File: config.mk
export PLATFORM = sky130hd
export DESIGN_NAME = fan_lock_protect_drive
export DESIGN_NICKNAME = d
export VERILOG_FILES = /design/src/rtl/fan_lock_pkg.sv /design/src/rtl/hall_sync.sv /design/src/rtl/fan_lock_protect_drive.sv
export SDC_FILE = /design/constraint.sdc
export NUM_CORES = 1
export LEC_CHECK = 0
export ABC_AREA = 1
export ABC_CLOCK_PERIOD_IN_PS = 1700
export BUFFER_PORTS_ARGS = -buffer_cell sky130_fd_sc_hd__buf_2
export CAP_MARGIN = 20
export CELL_PAD_IN_SITES_DETAIL_PLACEMENT = 1
export CELL_PAD_IN_SITES_GLOBAL_PLACEMENT = 2
export CORE_MARGIN = 1
export CORE_UTILIZATION = 32
export DETAILED_ROUTE_END_ITERATION = 6
export PLACE_DENSITY_LB_ADDON = 0.1
export SYNTH_ARGS = -nofsm -noshare
export SYNTH_HDL_FRONTEND = slang
export SYNTH_SLANG_ARGS = --single-unit
File: constraint.sdc
create_clock -name clk_sys_i -period 1.7 [get_ports clk_sys_i]
set_clock_uncertainty 0.1 [all_clocks]
set_input_delay 0.17 -clock clk_sys_i [delete_from_list [all_inputs] [get_ports clk_sys_i]]
set_output_delay 0.17 -clock clk_sys_i [all_outputs]
set_load 0.02 [all_outputs]
File: src/rtl/fan_lock_pkg.sv
// Purpose: constants and types for the fan lock-protect drive block
// Assumes: 100 MHz system clock
// Notes: times kept in ms, cycle counts derived from them
package fan_lock_pkg;
	localparam int unsigned CLK_HZ = 100_000_000;
	localparam int unsigned LOCK_RETRY_ON_TIME_MS = 400;
	localparam int unsigned LOCK_RETRY_OFF_TIME_MS = 3000;
	localparam longint unsigned ON_CYCLES_L =
		longint'(CLK_HZ) / 64'd1000 * longint'(LOCK_RETRY_ON_TIME_MS);
	localparam longint unsigned OFF_CYCLES_L =
		longint'(CLK_HZ) / 64'd1000 * longint'(LOCK_RETRY_OFF_TIME_MS);
	localparam int unsigned ON_CYCLES = int'(ON_CYCLES_L);
	localparam int unsigned OFF_CYCLES = int'(OFF_CYCLES_L);
	localparam int unsigned TMR_W = 32;
	localparam logic RESET_HALL = 1'b0;

	typedef enum logic [2:0] {
		ST_RUN = 3'b001,
		ST_OFF = 3'b010,
		ST_RETRY = 3'b100
	} lock_state_t;

	typedef struct packed {
		logic coil_drive_a;
		logic coil_drive_b;
		logic rotor_locked;
	} drive_out_t;
endpackage

File: src/rtl/hall_sync.sv
// Purpose: two-stage synchroniser plus edge detect for the Hall level
// Assumes: input asynchronous to clk_sys_i
// Notes: edge detect reads only the second and third stages
`timescale 1ns/1ps
`default_nettype none
module hall_sync (
	// Clock and reset
	input wire logic clk_sys_i,
	input wire logic rst_b_i,
	// Hall level in
	input wire logic hall_i,
	// Synchronised level and edge pulse
	output logic hall_o,
	output logic edge_o
);
	import fan_lock_pkg::*;
	logic s1_q;
	logic s2_q;
	logic s3_q;
	always_ff @(posedge clk_sys_i or negedge rst_b_i) begin
		if (!rst_b_i) begin
			s1_q <= RESET_HALL;
			s2_q <= RESET_HALL;
			s3_q <= RESET_HALL;
		end else begin
			s1_q <= hall_i;
			s2_q <= s1_q;
			s3_q <= s2_q;
		end
	end
	assign hall_o = s2_q;
	assign edge_o = s2_q ^ s3_q;
endmodule
`default_nettype wire

File: src/rtl/fan_lock_protect_drive.sv
// Purpose: coil commutation with rotor-lock shutdown and auto retry
// Assumes: Hall polarity level from the on-chip sensor, async
// Notes: coil outputs are active-high "transistor on" controls
`timescale 1ns/1ps
`default_nettype none
module fan_lock_protect_drive #(
	parameter int unsigned ON_CYC = fan_lock_pkg::ON_CYCLES,
	parameter int unsigned OFF_CYC = fan_lock_pkg::OFF_CYCLES
) (
	// Clock and reset
	input wire logic clk_sys_i,
	input wire logic rst_b_i,
	// Hall polarity, high = north
	input wire logic hall_pol_i,
	// Coil controls and rotor state
	output var fan_lock_pkg::drive_out_t drive_o,
	output logic coil_drive_a_o,
	output logic coil_drive_b_o,
	output logic rotor_state_o
);
	import fan_lock_pkg::*;

	localparam logic [TMR_W-1:0] ON_LAST = TMR_W'(ON_CYC - 1);
	localparam logic [TMR_W-1:0] OFF_LAST = TMR_W'(OFF_CYC - 1);

	logic hall_s;
	logic hall_edge;
	lock_state_t state_q;
	lock_state_t state_d;
	logic [TMR_W-1:0] tmr_q;
	logic [TMR_W-1:0] tmr_d;
	logic a_q;
	logic b_q;
	logic locked_q;

	hall_sync u_sync (
		.clk_sys_i(clk_sys_i),
		.rst_b_i(rst_b_i),
		.hall_i(hall_pol_i),
		.hall_o(hall_s),
		.edge_o(hall_edge)
	);

	// Timer end marks for each phase
	wire on_done = (tmr_q == ON_LAST);
	wire off_done = (tmr_q == OFF_LAST);
	// Next state, so coils drop on the edge that latches the lock
	wire drive_en = (state_d != ST_OFF);

	always_comb begin
		state_d = state_q;
		tmr_d = tmr_q + 1'b1;
		case (state_q)
			ST_RUN: begin
				if (hall_edge) begin
					tmr_d = '0;
				end else if (on_done) begin
					state_d = ST_OFF;
					tmr_d = '0;
				end
			end
			ST_OFF: begin
				if (off_done) begin
					state_d = ST_RETRY;
					tmr_d = '0;
				end
			end
			ST_RETRY: begin
				if (hall_edge) begin
					state_d = ST_RUN;
					tmr_d = '0;
				end else if (on_done) begin
					state_d = ST_OFF;
					tmr_d = '0;
				end
			end
			default: begin
				state_d = ST_OFF;
				tmr_d = '0;
			end
		endcase
	end

	always_ff @(posedge clk_sys_i or negedge rst_b_i) begin
		if (!rst_b_i) begin
			state_q <= ST_RUN;
			tmr_q <= '0;
		end else begin
			state_q <= state_d;
			tmr_q <= tmr_d;
		end
	end

	// Registered coil controls and latched rotor state
	always_ff @(posedge clk_sys_i or negedge rst_b_i) begin
		if (!rst_b_i) begin
			a_q <= 1'b0;
			b_q <= 1'b0;
			locked_q <= 1'b0;
		end else begin
			a_q <= drive_en & hall_s;
			b_q <= drive_en & ~hall_s;
			if (state_d == ST_RUN) begin
				locked_q <= 1'b0;
			end else begin
				locked_q <= 1'b1;
			end
		end
	end

	assign coil_drive_a_o = a_q;
	assign coil_drive_b_o = b_q;
	assign rotor_state_o = locked_q;
	assign drive_o = '{coil_drive_a: a_q, coil_drive_b: b_q,
		rotor_locked: locked_q};
endmodule
`default_nettype wire

==> flow_summary.toml <==
[status]
status = "finished with violations"
violations = "negative setup slack"

[die]
initial_core_util_pct = 33.6
die_x_um = 89.7
core_region_area_um2 = 7330
dieArea_um2 = 8050
io_pins = 9
die-height_um = 89.7
num_rows = 31

[global_route]
gr-max-usage-layer = "met2"
overflow = 0
grt_max_degree = 27
grt_first_pass_wirelength_um = 13200
met2_usage_pct = 37.8
grt_usage_pct = 20.8
use_met3_pct = 2.54
grt_pass1_vias = 2654
use_met1_pct = 26.5
antenna_found_initial = 0

[clock_tree]
h-tree-depth = 2
cts_made_buffers = 5
path_clk_slew_ns = 0.08
clkLatencyLatePin_ns = 0.30
cts_max_path_buffers = 2
cts-root-buf = "clkbuf_8"
cts.sinks = 41
cts_tree = "done"

[detailed_routing]
drc_errors = 0
via_per_inst = 4.61
wl_per_cell_um = 15.1
ant_nets = 0
drt-total-wl_um = 8150
drt-initial-drc-count = 83
dr.pass1.iters = 4
route.vias.total = 2494

[timing]
holdWs_ns = 0.253
setup_violations = 1
layout_setup_ws_ns = -0.0221
finalHoldViolations = 0
fin_crit_sh_pct = 101
rsz0062_at_grt = "yes"
final.min_clock_period_ns = 1.72
fmax_mhz = 581
worstMarginPinSlew_ns = 0.473
slew_headroom_pct = 68.5
report.final.slew_viol_count = 0

[cells_and_area]
nets = 445
drive_gt1_share_pct = 41.9
multiInputGateArea_um2 = 1570
antenna_cells = 0
n_fill_cell = 910
area_delta_synth_final_pct = 48.1
fin_cells = 541
regArea_um2 = 1030

[worst_hold_path]
hold_path.class = "flop to flop"

[power_and_ir_drop]
p_leak_nw = 1.62
ir_drop_mv = 0.483
finalPower_w = 0.00198
powerDensity_nw_per_um2 = 543

[critical_path]
critPathSlowestCell = "dfrtp_1"
crit_arrival_ns = 1.81
crit_type = "flop to flop"
path_common_cell = "nand2_1"
critPathMaxStageDelay_ns = 0.42
crit_chain = "ha_4 -> nand3_2 -> inv_2 -> nand2_4 -> nor2_4 -> nand2_1 -> nand2_1 -> nand2_2 -> buf_6 -> nand2_1 -> nor2_1"
worstPathMaxFanout = 5
crit_buf_inv = 2
path_delay_family = "simple AND/OR/NAND/NOR gates"
worst_ep_required_time_ns = 1.79
end_kind = "flop"
startpoint_type = "flop"

[flow_run]
cap_violations = 0

[synth]
syn_nets = 359
ys_types = 25
yosysWarningCount = 0
synthCells = 355
syn-cell-area_um2 = 2460
ys_ff_latch = 41
syn_area_per_cell_um2 = 6.94
ys_seq_area_share_pct = 41.7

[place]
hpwlAfterDp_um = 6290
post-place-cells = 513
numPortBuffers = 8
pre_cts_slack_ns = -0.0664
gp_congestion = 0.823
flip-flops by register name (all words and copies together) (netlist names):
register        cells
tmr_q              32
state_q             3
coil_drive_a_o      1
coil_drive_b_o      1
rotor_state_o       1
u_sync.hall_o       1
u_sync.s1_q         1
u_sync.s3_q         1
synth_stat cells:
cell type  instances  area (um^2)
nand2_1          105          394
nor2_1            91          342
dfrtp_1           40         1000
inv_1             37          139
nand3_1           20          100
xor2_1            19          166
nor3_1             8         40.0
nand4_1            6         37.5
nor2_2             4         25.0
o21ai_0            4         20.0
buf_4              3         22.5
nand2_2            3         18.8
buf_6              2         22.5
xnor2_1            2         17.5
a21oi_1            1         5.00
and2_1             1         6.26
dfstp_2            1         26.3
ha_1               1         12.5
inv_4              1         6.26
nand2_4            1         11.3
nor2_4             1         11.3
nor3_2             1         10.0
o21ai_1            1         5.00
or2_2              1         6.26
xnor2_2            1         16.3
metal layers:
layer	vias up	part of all wire [%]
met2	18	51
met1	1210	46
li1	1256	-
met5	-	0
met4	0	1.4
met3	10	1.9
metrics by stage:
stage                     util [%]  TNS (ns)  area [um^2]
after floorplan                  -         0         2460
after global placement        41.1   -0.0404         3010
after detailed placement      41.1     -1.26         3010
after CTS                     44.1         0         3230
after global routing          49.7     -1.79         3650
final                         49.7   -0.0221         3650
layout make-up:
type / instances / area share, %
Clock buffer: 5 / 1.89
Clock inverter: 3 / 1.78
Inverter: 38 / 4.12
Multi-Input combinational cell: 271 / 43.0
Sequential cell: 41 / 28.3
Tap cell: 99 / 3.40
Timing Repair Buffer: 84 / 17.5
where the power goes:
| part | internal (W) | switching (W) | total [W] |
|---|---|---|---|
| Combinational | 0.0000156 | 0.0000299 | 0.0000455 |
| Sequential | 0.000978 | 0.00000319 | 0.000981 |
| Clock | 0.000584 | 0.000369 | 0.000953 |
layout by cell type, fill, tap and decap left out, types with 2 or more instances in the layout:
cell            n
buf_2           8
buf_4          70
buf_6           3
bufinv_16       2
clkbuf_8        5
dfrtp_1        36
dfrtp_2         4
dlygate4sd3_1   2
inv_1          21
inv_2          16
nand2_1        90
nand2_2        15
nand2_4         4
nand3_1        14
nand3_2         3
nand3_4         3
nand4_1         6
nor2_1         58
nor2_2         22
nor2_4         16
nor3_1          5
nor3_2          2
nor3_4          2
o21ai_0         3
o21ai_1         2
xnor2_1         2
xor2_1         17
xor2_2          2
timing repair:
action	CTS	global route
endpoints found under the setup margin	31	37
pin swaps	2	32
endpoints found under the hold margin	16	0
resized for setup	14	97
hold buffers	2	0
buffers inserted	3	15
final timing paths:
check / to / depth (start not counted) / start / slack, ns
max in group asynchronous: state_q[0]$_DFF_PN1_ / 3 / rst_b_i / 0.66
min in group asynchronous: tmr_q[22]$_DFF_PN0_ / 2 / rst_b_i / 0.26
setup / recovery: tmr_q[4]$_DFF_PN0_ / 11 / tmr_q[0]$_DFF_PN0_ / -0.02
hold / removal: u_sync.hall_o$_DFF_PN0_ / 0 / u_sync.s1_q$_DFF_PN0_ / 0.25
hold reg to reg: u_sync.hall_o$_DFF_PN0_ / 0 / u_sync.s1_q$_DFF_PN0_ / 0.25
setup reg to reg: tmr_q[4]$_DFF_PN0_ / 11 / tmr_q[0]$_DFF_PN0_ / -0.02
logic make-up after synthesis:
| kind of cell | synth area share [%] |
|---|---|
| AO/OA/AOI/OAI | 1.22 |
| XOR/XNOR | 8.13 |
| adder cells (fa/ha/maj) | 0.508 |
| buffers and inverters | 7.72 |
| flip-flops | 41.7 |
| AND/OR/NAND/NOR | 40.7 |
(Power assumes the default switching activity.)
